===== src/pkg/tbu_pkg.sv =====
`default_nettype none
package tbu_pkg;
	// ------------------------------------------------------------
	// Register map
	// ------------------------------------------------------------
	localparam logic [15:0] TBU_CTRL_ADDR   = 16'h0039;
	localparam logic [15:0] TBU_STATUS_ADDR = 16'h003A;
	localparam logic [15:0] TBU_MASK_ADDR   = 16'h003B;
	localparam logic [7:0]  TBU_CTRL_RESET  = 8'h00;
	localparam logic        TBU_STATUS_RESET = 1'b0;
	localparam logic        TBU_MASK_RESET  = 1'b0;
	localparam int          TBU_EN_BIT      = 3;
	localparam int          TBU_RATE_LSB    = 0;
	localparam int          TBU_RATE_W      = 3;
	localparam int          TBU_EVENT_BIT   = 0;

	// ------------------------------------------------------------
	// Divider chain
	// ------------------------------------------------------------
	localparam int TBU_GEAR_W = 22;
	localparam int TBU_LF_W   = 15;
	// Tap bit n-1 gives a period of 2^n source ticks
	localparam int TBU_GEAR_TAP [0:7] = '{21, 19, 14, 12, 11, 10, 9, 7};
	localparam int TBU_LF_TAP   [0:6] = '{14, 12, 7, 5, 4, 3, 2};
	localparam logic [2:0] TBU_LF_RESERVED = 3'h7;
	localparam logic [2:0] TBU_SLOW_MAX    = 3'h1;
endpackage
`default_nettype wire


===== src/pkg/tbu_tap_if.sv =====
`timescale 1ns/1ps
`default_nettype none
interface tbu_tap_if;
	logic       lf_tick;
	logic [2:0] rate;
	logic       lf_select;
	logic       slow_mode;
	logic       tap;

	modport sync (output lf_tick);
	modport div  (input lf_tick, input rate, input lf_select, input slow_mode, output tap);
	modport ctl  (output rate, output lf_select, output slow_mode, input tap);
endinterface
`default_nettype wire


===== src/hw/tbu_timer.sv =====
// The plain strobed port was chosen for this implementation.
`timescale 1ns/1ps
`default_nettype none
module tbu_timer
	import tbu_pkg::*;
(
	input  wire logic        mclk,
	input  wire logic        rst_n,
	input  wire logic        gear_clk_en,
	input  wire logic        low_frequency_clock,
	input  wire logic        low_freq_source_select,
	input  wire logic        slow_mode,
	input  wire logic        stop_entry,
	input  wire logic [15:0] reg_addr,
	input  wire logic [7:0]  reg_wdata,
	input  wire logic        reg_wr,
	input  wire logic        reg_rd,
	output var  logic [7:0]  reg_rdata,
	output var  logic        tick_interrupt_request,
	output var  logic        irq
);
	// ------------------------------------------------------------
	// Submodules
	// ------------------------------------------------------------
	tbu_tap_if t ();

	tbu_lf_sync u_sync (
		.mclk                (mclk),
		.rst_n               (rst_n),
		.low_frequency_clock (low_frequency_clock),
		.t                   (t.sync)
	);

	tbu_divider u_div (
		.mclk        (mclk),
		.rst_n       (rst_n),
		.gear_clk_en (gear_clk_en),
		.t           (t.div)
	);

	// ------------------------------------------------------------
	// Decode
	// ------------------------------------------------------------
	logic wr_ctrl;
	logic wr_status;
	logic wr_mask;

	assign wr_ctrl   = reg_wr && (reg_addr == TBU_CTRL_ADDR);
	assign wr_status = reg_wr && (reg_addr == TBU_STATUS_ADDR);
	assign wr_mask   = reg_wr && (reg_addr == TBU_MASK_ADDR);

	// ------------------------------------------------------------
	// Control register
	// ------------------------------------------------------------
	logic                  tick_irq_enable;
	logic [TBU_RATE_W-1:0] tick_rate_select;
	logic                  next_tick_irq_enable;
	logic [TBU_RATE_W-1:0] next_tick_rate_select;

	always_comb begin
		next_tick_irq_enable  = tick_irq_enable;
		next_tick_rate_select = tick_rate_select;
		if (stop_entry) begin
			// Stop wins over a write in the same cycle
			next_tick_irq_enable = 1'b0;
		end else if (wr_ctrl) begin
			next_tick_irq_enable  = reg_wdata[TBU_EN_BIT];
			next_tick_rate_select = reg_wdata[TBU_RATE_LSB +: TBU_RATE_W];
		end
	end

	always_ff @(posedge mclk or negedge rst_n) begin
		if (!rst_n) begin
			tick_irq_enable  <= TBU_CTRL_RESET[TBU_EN_BIT];
			tick_rate_select <= TBU_CTRL_RESET[TBU_RATE_LSB +: TBU_RATE_W];
		end else begin
			tick_irq_enable  <= next_tick_irq_enable;
			tick_rate_select <= next_tick_rate_select;
		end
	end

	assign t.rate      = tick_rate_select;
	assign t.lf_select = low_freq_source_select;
	assign t.slow_mode = slow_mode;

	// ------------------------------------------------------------
	// Falling edge detect and request pulse
	// ------------------------------------------------------------
	logic tap_q;
	logic next_tap_q;
	logic tap_fall;
	logic req_event;
	logic next_request;

	// Chain is not touched here, so the first interval can be short
	assign tap_fall  = tap_q & ~t.tap;
	assign req_event = tap_fall & tick_irq_enable;

	always_comb begin
		next_tap_q   = t.tap;
		next_request = req_event;
	end

	always_ff @(posedge mclk or negedge rst_n) begin
		if (!rst_n) begin
			tap_q                  <= 1'b0;
			tick_interrupt_request <= 1'b0;
		end else begin
			tap_q                  <= next_tap_q;
			tick_interrupt_request <= next_request;
		end
	end

	// ------------------------------------------------------------
	// Sticky status, mask and interrupt line
	// ------------------------------------------------------------
	logic status;
	logic mask;
	logic next_status;
	logic next_mask;
	logic next_irq;

	always_comb begin
		next_status = status;
		next_mask   = mask;
		if (wr_status && reg_wdata[TBU_EVENT_BIT]) begin
			next_status = 1'b0;
		end
		// Set wins over a clear in the same cycle
		if (req_event) begin
			next_status = 1'b1;
		end
		if (wr_mask) begin
			next_mask = reg_wdata[TBU_EVENT_BIT];
		end
		next_irq = next_status & next_mask;
	end

	always_ff @(posedge mclk or negedge rst_n) begin
		if (!rst_n) begin
			status <= TBU_STATUS_RESET;
			mask   <= TBU_MASK_RESET;
			irq    <= 1'b0;
		end else begin
			status <= next_status;
			mask   <= next_mask;
			irq    <= next_irq;
		end
	end

	// ------------------------------------------------------------
	// Read port, data valid one cycle after the strobe only
	// ------------------------------------------------------------
	logic [7:0] next_rdata;

	always_comb begin
		next_rdata = 8'h00;
		if (reg_rd) begin
			unique case (reg_addr)
				TBU_CTRL_ADDR: begin
					next_rdata = {4'h0, tick_irq_enable, tick_rate_select};
				end
				TBU_STATUS_ADDR: begin
					next_rdata = {7'h00, status};
				end
				TBU_MASK_ADDR: begin
					next_rdata = {7'h00, mask};
				end
				default: begin
					next_rdata = 8'h00;
				end
			endcase
		end
	end

	always_ff @(posedge mclk or negedge rst_n) begin
		if (!rst_n) begin
			reg_rdata <= 8'h00;
		end else begin
			reg_rdata <= next_rdata;
		end
	end

	// ------------------------------------------------------------
	// Assertions
	// ------------------------------------------------------------
	property p_req_needs_en;
		@(posedge mclk) disable iff (!rst_n)
		tick_interrupt_request |-> $past(tick_irq_enable) && $past(tap_fall);
	endproperty
	a_req_needs_en: assert property (p_req_needs_en) else $error("request while disabled");

	property p_req_on_fall;
		@(posedge mclk) disable iff (!rst_n)
		(tap_q && !t.tap && tick_irq_enable) |=> tick_interrupt_request;
	endproperty
	a_req_on_fall: assert property (p_req_on_fall) else $error("falling edge lost");

	property p_first_req;
		@(posedge mclk) disable iff (!rst_n)
		($rose(tick_irq_enable) ##[0:300] (tap_fall && tick_irq_enable)) |=> tick_interrupt_request;
	endproperty
	a_first_req: assert property (p_first_req) else $error("first request missed");

	property p_req_pulse;
		@(posedge mclk) disable iff (!rst_n)
		tick_interrupt_request |=> !tick_interrupt_request;
	endproperty
	a_req_pulse: assert property (p_req_pulse) else $error("request wider than one cycle");

	property p_stop_clears;
		@(posedge mclk) disable iff (!rst_n)
		stop_entry |=> !tick_irq_enable && $stable(tick_rate_select);
	endproperty
	a_stop_clears: assert property (p_stop_clears) else $error("stop entry mishandled");

	property p_upper_zero;
		@(posedge mclk) disable iff (!rst_n)
		(reg_rd && reg_addr == TBU_CTRL_ADDR) |=> reg_rdata[7:4] == 4'h0;
	endproperty
	a_upper_zero: assert property (p_upper_zero) else $error("upper control bits not zero");

	property p_ctrl_readback;
		@(posedge mclk) disable iff (!rst_n)
		(reg_rd && reg_addr == TBU_CTRL_ADDR)
			|=> reg_rdata[3:0] == {$past(tick_irq_enable), $past(tick_rate_select)};
	endproperty
	a_ctrl_readback: assert property (p_ctrl_readback) else $error("control readback wrong");

	property p_irq_level;
		@(posedge mclk) disable iff (!rst_n)
		irq == (status & mask);
	endproperty
	a_irq_level: assert property (p_irq_level) else $error("interrupt line mismatch");

	property p_status_sticky;
		@(posedge mclk) disable iff (!rst_n)
		tick_interrupt_request |-> status;
	endproperty
	a_status_sticky: assert property (p_status_sticky) else $error("event not latched");
endmodule // tbu_timer
`default_nettype wire


===== src/hw/tbu_lf_sync.sv =====
`timescale 1ns/1ps
`default_nettype none
module tbu_lf_sync
	import tbu_pkg::*;
(
	input  wire logic mclk,
	input  wire logic rst_n,
	input  wire logic low_frequency_clock,
	tbu_tap_if.sync   t
);
	// ------------------------------------------------------------
	// Two-stage synchroniser and rising edge detect
	// ------------------------------------------------------------
	logic sync1;
	logic sync2;
	logic sync3;
	logic next_sync1;
	logic next_sync2;
	logic next_sync3;

	always_comb begin
		next_sync1 = low_frequency_clock;
		next_sync2 = sync1;
		next_sync3 = sync2;
	end

	always_ff @(posedge mclk or negedge rst_n) begin
		if (!rst_n) begin
			sync1 <= 1'b0;
			sync2 <= 1'b0;
			sync3 <= 1'b0;
		end else begin
			sync1 <= next_sync1;
			sync2 <= next_sync2;
			sync3 <= next_sync3;
		end
	end

	// Edge lands on a system clock edge, so its timing jitters
	assign t.lf_tick = sync2 & ~sync3;

	property p_lf_edge;
		@(posedge mclk) disable iff (!rst_n)
		t.lf_tick |=> !t.lf_tick;
	endproperty
	a_lf_edge: assert property (p_lf_edge) else $error("lf tick longer than one cycle");
endmodule // tbu_lf_sync
`default_nettype wire


===== src/hw/tbu_divider.sv =====
`timescale 1ns/1ps
`default_nettype none
module tbu_divider
	import tbu_pkg::*;
(
	input  wire logic mclk,
	input  wire logic rst_n,
	input  wire logic gear_clk_en,
	tbu_tap_if.div    t
);
	// ------------------------------------------------------------
	// Free-running chains, never cleared by the enable bit
	// ------------------------------------------------------------
	logic [TBU_GEAR_W-1:0] gear_count;
	logic [TBU_LF_W-1:0]   lf_count;
	logic [TBU_GEAR_W-1:0] next_gear_count;
	logic [TBU_LF_W-1:0]   next_lf_count;
	logic                  use_lf;

	always_comb begin
		next_gear_count = gear_count;
		next_lf_count   = lf_count;
		if (gear_clk_en) begin
			next_gear_count = gear_count + 1'b1;
		end
		if (t.lf_tick) begin
			next_lf_count = lf_count + 1'b1;
		end
	end

	always_ff @(posedge mclk or negedge rst_n) begin
		if (!rst_n) begin
			gear_count <= '0;
			lf_count   <= '0;
		end else begin
			gear_count <= next_gear_count;
			lf_count   <= next_lf_count;
		end
	end

	// ------------------------------------------------------------
	// Tap select
	// ------------------------------------------------------------
	assign use_lf = t.lf_select | t.slow_mode;

	always_comb begin
		t.tap = 1'b0;
		if (!use_lf) begin
			t.tap = gear_count[TBU_GEAR_TAP[t.rate]];
		end else if (t.rate == TBU_LF_RESERVED) begin
			t.tap = 1'b0;
		end else if (t.slow_mode && (t.rate > TBU_SLOW_MAX)) begin
			t.tap = 1'b0;
		end else begin
			t.tap = lf_count[TBU_LF_TAP[t.rate]];
		end
	end

	property p_chain_free;
		@(posedge mclk) disable iff (!rst_n)
		(rst_n && gear_clk_en) |=> gear_count == $past(gear_count) + 22'h00_0001;
	endproperty
	a_chain_free: assert property (p_chain_free) else $error("gear chain missed a tick");

	property p_gear_tap;
		@(posedge mclk) disable iff (!rst_n)
		(!use_lf && t.rate == 3'h0) |-> t.tap == gear_count[21];
	endproperty
	a_gear_tap: assert property (p_gear_tap) else $error("wrong gear tap for code 0");

	property p_slow_reserved;
		@(posedge mclk) disable iff (!rst_n)
		(t.slow_mode && t.rate > 3'h1) |-> !t.tap;
	endproperty
	a_slow_reserved: assert property (p_slow_reserved) else $error("slow tap not quiet");
endmodule // tbu_divider
`default_nettype wire


===== config.mk =====
export PLATFORM = sky130hd
export DESIGN_NAME = tbu_timer
export DESIGN_NICKNAME = d
export VERILOG_FILES = /design/src/pkg/tbu_pkg.sv /design/src/pkg/tbu_tap_if.sv /design/src/hw/tbu_timer.sv /design/src/hw/tbu_lf_sync.sv /design/src/hw/tbu_divider.sv
export SDC_FILE = /design/constraint.sdc
export NUM_CORES = 1
export LEC_CHECK = 0
export BUFFER_PORTS_ARGS = -buffer_cell sky130_fd_sc_hd__buf_4
export CAP_MARGIN = 10
export CORE_MARGIN = 2
export CORE_UTILIZATION = 51
export CTS_BUF_LIST = sky130_fd_sc_hd__clkbuf_4 sky130_fd_sc_hd__clkbuf_8 sky130_fd_sc_hd__clkbuf_16
export CTS_CLUSTER_SIZE = 14
export DETAILED_ROUTE_END_ITERATION = 16
export PLACE_DENSITY = 0.72
export RECOVER_POWER = 100
export SLEW_MARGIN = 20
export SYNTH_ARGS = -nofsm -noshare
export SYNTH_HDL_FRONTEND = slang
export SYNTH_HIERARCHICAL = 1
export SYNTH_SLANG_ARGS = --single-unit

===== constraint.sdc =====
create_clock -name mclk -period 2.7 [get_ports mclk]
set_input_delay 0.54 -clock mclk [delete_from_list [all_inputs] [get_ports mclk]]
set_output_delay 0.54 -clock mclk [all_outputs]
set_load 0.02 [all_outputs]

After elaboration in Yosys (flattened, before gate mapping). Memory sizes are Yosys's and may differ from the RTL's. Cells that the tools add are included.

Memories kept: 2. Output and inout bits: 10. Word-level logic and storage cells: 61. Bits in read-only memories: 512. Input port bits: 33. Register bits: 57.

Memory list: (no name shown) (depth 8, bits a word 32, rd ports 1, clocked after memory_dff 0, wr ports 0, RTL line tbu_divider.sv:55) `t.tap = lf_count[TBU_LF_TAP[t.rate]];`; (no name shown) (depth 8, bits a word 32, rd ports 1, clocked after memory_dff 0, wr ports 0, RTL line tbu_divider.sv:49) `t.tap = gear_count[TBU_GEAR_TAP[t.rate]];`.

Add/subtract/negate cells: 2. Bitwise logic cells: 9. $lt $le $gt $ge: 4. Eq/ne operators: 4. Reductions and logical operators: 7. Muxes and demuxes: 20.

Operators with widths (number): two-way mux 32 bit (4); == test 16 x 6 -> 1 bit (second input constant) (3); < comparator 32 x 6 -> 1 bit (second input constant) (1); < comparator 32 x 7 -> 1 bit (second input constant) (1); adder 22 x 1 -> 22 bit (second input constant) (1); adder 15 x 1 -> 15 bit (second input constant) (1); two-way mux 1 bit (12); case mux 4 bit (3 select lines) (1); binary-select mux 1 bit (select 5 bit) (1); logical AND 1 bit (5); bitwise AND 1 bit (4); binary-select mux 1 bit (select 4 bit) (1); >= comparator 4 bit (second input constant) (1); two-way mux 4 bit (1); inverter 3 -> 4 bit (1); == test 3 bit (second input constant) (1); > comparator 3 x 1 -> 1 bit (second input constant) (1); inverter 1 bit (3); AND reduction 2 bit (1); nonzero test 2 bit (1); OR 1 bit (1).

Logic depth before layout (Yosys ltp).
Word-level depth: 15. Mapped depth: 13. Gate-level depth less buffers: 12.

Hierarchy. The synthesis kept the hierarchy.

By module, submodules not included: tbu_divider (instances 1, area an instance 2062.0 µm², cells each 195, sequential area each 925.9 µm²); tbu_timer (instances 1, area an instance 674.4 µm², cells each 56, sequential area each 325.3 µm²); tbu_lf_sync (instances 1, area an instance 88.8 µm², cells each 4, sequential area each 75.1 µm²).

Worst setup path after synthesis. Ideal clock, no wire load.

Path kind: register to register. Start point: reg tick_rate_select[1], in the netlist t.rate[1]. End point: reg irq. Setup time: 0.127 ns. Data required time: 2.573 ns. Slack: 0.180 ns. Arrival: 2.393 ns. Cell stages (with the launch flop): 14. Cell sequence: dfrtp_1 -> clkbuf_2 -> inv_1 -> ha_1 -> mux2i_4 -> mux2_4 -> nand3_2 -> o31a_1 -> a211o_1 -> o32ai_2 -> nand3b_1 -> nand3_1 -> mux2i_1 -> nor3_1.

Word-level cells in the longest chain between the ends: 15. Elaborated cells on any way between the ends: 24. Those cells by class: 1 x order compare; 1 x eq/ne; 14 x mux; 5 x bitwise; 1 x reduce/logical; 2 x memory.

Ends and longest elaborated chain: start, declared (RTL line tbu_timer.sv:56) `logic [TBU_RATE_W-1:0] tick_rate_select;`; start signal, assigned (RTL line tbu_timer.sv:75) `tick_rate_select <= TBU_CTRL_RESET[TBU_RATE_LSB +: TBU_RATE_W];`; start signal, assigned (RTL line tbu_timer.sv:78) `tick_rate_select <= next_tick_rate_select;`; inverter 3 -> 4 bit (not written as such) (RTL line tbu_divider.sv:49, tbu_divider.sv:55); memory (8 x 32 bit); two-way mux 32 bit (not written as such) (2 in series) (RTL line tbu_divider.sv:55); binary-select mux 1 bit (select 4 bit) (RTL line tbu_divider.sv:55); two-way mux 1 bit (not written as such) (2 in series) (RTL line tbu_divider.sv:55); two-way mux 1 bit (RTL line tbu_divider.sv:52) `end else if (t.slow_mode && (t.rate > TBU_SLOW_MAX)) begin`; two-way mux 1 bit (RTL line tbu_divider.sv:50) `end else if (t.rate == TBU_LF_RESERVED) begin`; two-way mux 1 bit * (RTL line tbu_divider.sv:48) `if (!use_lf) begin`; net next_tap_q (RTL line tbu_timer.sv:90) `logic next_tap_q;`; inverter 1 bit * (RTL line tbu_timer.sv:96) `assign tap_fall = tap_q & ~t.tap;`; bitwise AND 1 bit * (RTL line tbu_timer.sv:96); bitwise AND 1 bit * (RTL line tbu_timer.sv:97) `assign req_event = tap_fall & tick_irq_enable;`; two-way mux 1 bit * (RTL line tbu_timer.sv:130) `if (req_event) begin`; bitwise AND 1 bit * (RTL line tbu_timer.sv:136) `next_irq = next_status & next_mask;`; net next_irq (RTL line tbu_timer.sv:121) `logic next_irq;`; end signal, assigned (RTL line tbu_timer.sv:147) `irq <= next_irq;`; end, declared (RTL line tbu_timer.sv:20) `output var logic irq`.

The timed path passes the listed nets; every way through them passes the cells marked *. The select of a mux whose other input is x is not followed. A chain may end at the register's enable or synchronous reset.

Worst setup path after layout.
Start point: reg tick_rate_select[0], in the netlist t.rate[0]. End point: reg irq.

Word-level cells in the longest chain between the ends: 15. Elaborated cells on any way between the ends: 24. Those cells by class: 1 x order compare; 1 x eq/ne; 14 x mux; 5 x bitwise; 1 x reduce/logical; 2 x memory.

Ends and longest elaborated chain: inverter 3 -> 4 bit (not written as such) (RTL line tbu_divider.sv:49, tbu_divider.sv:55); memory (8 x 32 bit); two-way mux 32 bit (not written as such) (2 in series) (RTL line tbu_divider.sv:55); binary-select mux 1 bit (select 4 bit) (RTL line tbu_divider.sv:55); two-way mux 1 bit (not written as such) (2 in series) (RTL line tbu_divider.sv:55); two-way mux 1 bit (RTL line tbu_divider.sv:52); two-way mux 1 bit (RTL line tbu_divider.sv:50); two-way mux 1 bit * (RTL line tbu_divider.sv:48); net next_tap_q (RTL line tbu_timer.sv:90); inverter 1 bit * (RTL line tbu_timer.sv:96); bitwise AND 1 bit * (RTL line tbu_timer.sv:96); bitwise AND 1 bit * (RTL line tbu_timer.sv:97); net next_request (RTL line tbu_timer.sv:93) `logic next_request;`; two-way mux 1 bit * (RTL line tbu_timer.sv:130); bitwise AND 1 bit * (RTL line tbu_timer.sv:136); net next_irq (RTL line tbu_timer.sv:121).

Marks and branches as above.

==> flow_summary.json <==
{
  "status": "completed",
  "place.gp.congestion": 0.812,
  "p_comb_share_pct": 15.2,
  "slew_headroom_pct": 13.5,
  "numCtsBuffers": 5,
  "drt_iter0_markers": 121,
  "core-area_mm2": 0.00544,
  "synth_area_mm2": 0.00283,
  "p_int_uw": 1240,
  "start_kind": "flip-flop",
  "ys_warn_count": 6,
  "ys_async_sr_fraction_pct": 100,
  "fin_cells": 367,
  "synthXorXnorAreaFrac_pct": 10.9,
  "drtAntennaViolNets": 0,
  "p_per_area_mw_per_mm2": 532,
  "synth_cell_types": 53,
  "synth_adder_area_share_pct": 3.54,
  "synth-compound-area-share_pct": 6.20,
  "max_cap_viol_count": 0,
  "wl_per_cell_um": 13.7,
  "path_clk_slew_ns": 0.09,
  "place_ws_ns": 0.192,
  "dp.cells": 359,
  "drive_gt1_share_pct": 20.0,
  "seq_area_frac_synth_pct": 46.9,
  "tritoncts": "built",
  "worstPathArrival_ns": 2.75,
  "core.rowCount": 27,
  "synthCells": 255,
  "end_kind": "flip-flop",
  "cp_max_fo": 7,
  "synth_top_family_by_area": "simple AND/OR/NAND/NOR gates",
  "synthMuxAreaShare_pct": 9.43,
  "p_sw_share_pct": 27.2,
  "grt.total_usage_pct": 17.5,
  "grt_max_degree": 54,
  "p_leak_uw": 0.00151,
  "n_antenna_cell": 0,
  "clk_path_buf_depth": 2,
  "fin_crit_ns": 2.56,
  "grt_pass1_wl_um": 8600,
  "fp.dieW_um": 78.4,
  "final-hold-violation-count": 0,
  "p_switching_uw": 464,
  "min_period_over_period_pct": 95.0,
  "insertion_delay_ns": 0.30,
  "io_pins": 43,
  "initial_core_util_pct": 51.9,
  "yosys.area_share.simple_pct": 19.9,
  "fin_ws_ns": 0.136,
  "viasPerCell": 5.33,
  "ir_drop_mv": 0.252,
  "cts_root_buf": "clkbuf_8",
  "wl_um": 5010,
  "seqPwrFrac_pct": 58.4,
  "power_frac_clock_pct": 26.4,
  "grt_overflow_total": 0,
  "portBuffers": 34,
  "cts.sinks": 53,
  "crit_type": "reg2reg",
  "h-tree-depth": 2,
  "firstDrtPassIters": 4,
  "ys.flop_type": "dfrtp_1",
  "final_nets": 336,
  "fillers": 489,
  "area_growth_pct": 13.6,
  "rrSetupSlack_ns": 0.14,
  "layout_commonest_cell": "dfrtp_1",
  "grt_pass1_vias": 1914,
  "place_hpwl_um": 3590,
  "setup_violations": 0,
  "max_clock_freq_mhz": 390,
  "synth-seq-cells": 53,
  "synth_edf_count": 0,
  "antenna_found_initial": 0,
  "worstPathRequired_ns": 2.89,
  "die_h_um": 78.4,
  "maxSlewViolCount": 0,
  "drc_errors": 0,
  "syn_avg_cell_area_um2": 11.1,
  "fin_skew_ns": 0.00552,
  "mostFrequentLayoutCells": "53 x dfrtp_1, 30 x buf_4, 24 x nand2_1, 24 x xnor2_1, 15 x mux2i_1",
  "hold_class": "reg2reg",
  "worst_slew_pin_slew_ns": 1.30,
  "dr_total_vias": 1957,
  "fp.dieArea_mm2": 0.00615
}
## cell usage after synthesis (all sizes together) (2+ instances only)
library cell  instances  area share (%)
dfrtp                53              47
nand2                24             3.2
xnor2                24             7.4
mux2i                16             6.1
nand3                14             2.7
nand4                13             2.9
nor2                 12             1.7
xor2                 11             3.4
and3                  8             1.9
ha                    8             3.5
inv                   8             1.1
mux2                  7             3.3
o21ai                 7             1.6
buf                   6             1.5
a21oi                 4            0.71
and2                  4            0.89
nor3                  4            0.89
a211oi                3            0.80
clkbuf                3            0.44
and4                  2            0.71
nor2b                 2            0.71
nor4                  2            0.97
o31ai                 2            0.53
## cell families (layout without fill, tap and decap cells)
logic type / count (synthesis) / after routing
XOR/XNOR: 35 / 35
multiplexers: 23 / 23
AND/OR/NAND/NOR: 94 / 94
flip-flops: 53 / 53
adder cells (fa/ha/maj): 8 / 8
AO/OA/AOI/OAI: 24 / 24
other: 1 / 4
buffers and inverters: 17 / 54
## per-stage QoR
stage          hold slack, ns  util [%]  setup TNS [ns]  total power, uW  cell area (um^2)
6_report                0.359      59.0               0             1710              3210
5_1_grt                 0.354      59.0         -0.0358             1810              3210
4_1_cts                 0.289      59.7               0             1730              3250
3_5_place_dp            0.346      58.0               0             1280              3160
3_3_place_gp            0.333      58.0               0             1270              3160
2_1_floorplan           0.244         -               0             1170              2840
## critical path: stages, from the launching register on
cell      delay (ns)
dfrtp_1         0.42
inv_1           0.17
ha_4            0.24
o21ai_4         0.28
buf_4           0.17
mux2i_1         0.17
o21ai_0         0.10
a211o_1         0.26
o32ai_2         0.12
nand3b_1        0.20
inv_1           0.08
o22ai_1         0.16
nor3_2          0.07
## flip-flops by register name (all words and copies together) (netlist names), 3 cells and up
| name | cells |
|---|---|
| reg_rdata | 4 |
| t.rate | 3 |
| u_div/gear_count | 22 |
| u_div/lf_count | 15 |
## power groups by stage
stage	registers (uW)	logic (uW)	clock network, uW
floorplan	986	187	0
global placement	1010	258	0
detailed placement	1010	267	0
CTS	998	269	465
global route	1020	297	495
finish	997	259	451
## path summary, 6_finish.rpt
path / from / end / depth (start not counted)
worst max-delay path: t.rate[0] / irq / 12
worst min-delay path: u_sync/next_sync2 / u_sync/next_sync3 / 0
worst max register to register: t.rate[0] / irq / 12
worst min register to register: u_sync/next_sync2 / u_sync/next_sync3 / 0
max in group asynchronous: rst_n / u_div/lf_count[5] / 1
min in group asynchronous: rst_n / u_div/gear_count[20] / 1
## routing by layer
metal	vias up	part of all wire, %	global-route usage [%]
met3	7	3.3	4.02
met4	0	1.1	4.91
met1	964	47	24.1
met5	-	0	0
met2	19	48	28.0
li1	967	-	-
## area by class of cell
class | count | area (um^2) | area share, %
inverters | 8 | 30.0 | 0.936
well taps | 72 | 90.1 | 2.81
multi-input cells | 188 | 1400 | 43.8
repair buffers | 39 | 268 | 8.35
flip-flops and latches | 53 | 1330 | 41.3
clock buffers | 7 | 90.1 | 2.81
## repair_timing
item / in CTS / in global routing
endpoints found under the setup margin: 0 / 1
hold buffers: 0 / 0
resized for setup: 0 / 3
buffers inserted: 0 / 1
Note: power is estimated with default switching activity, not from simulation.
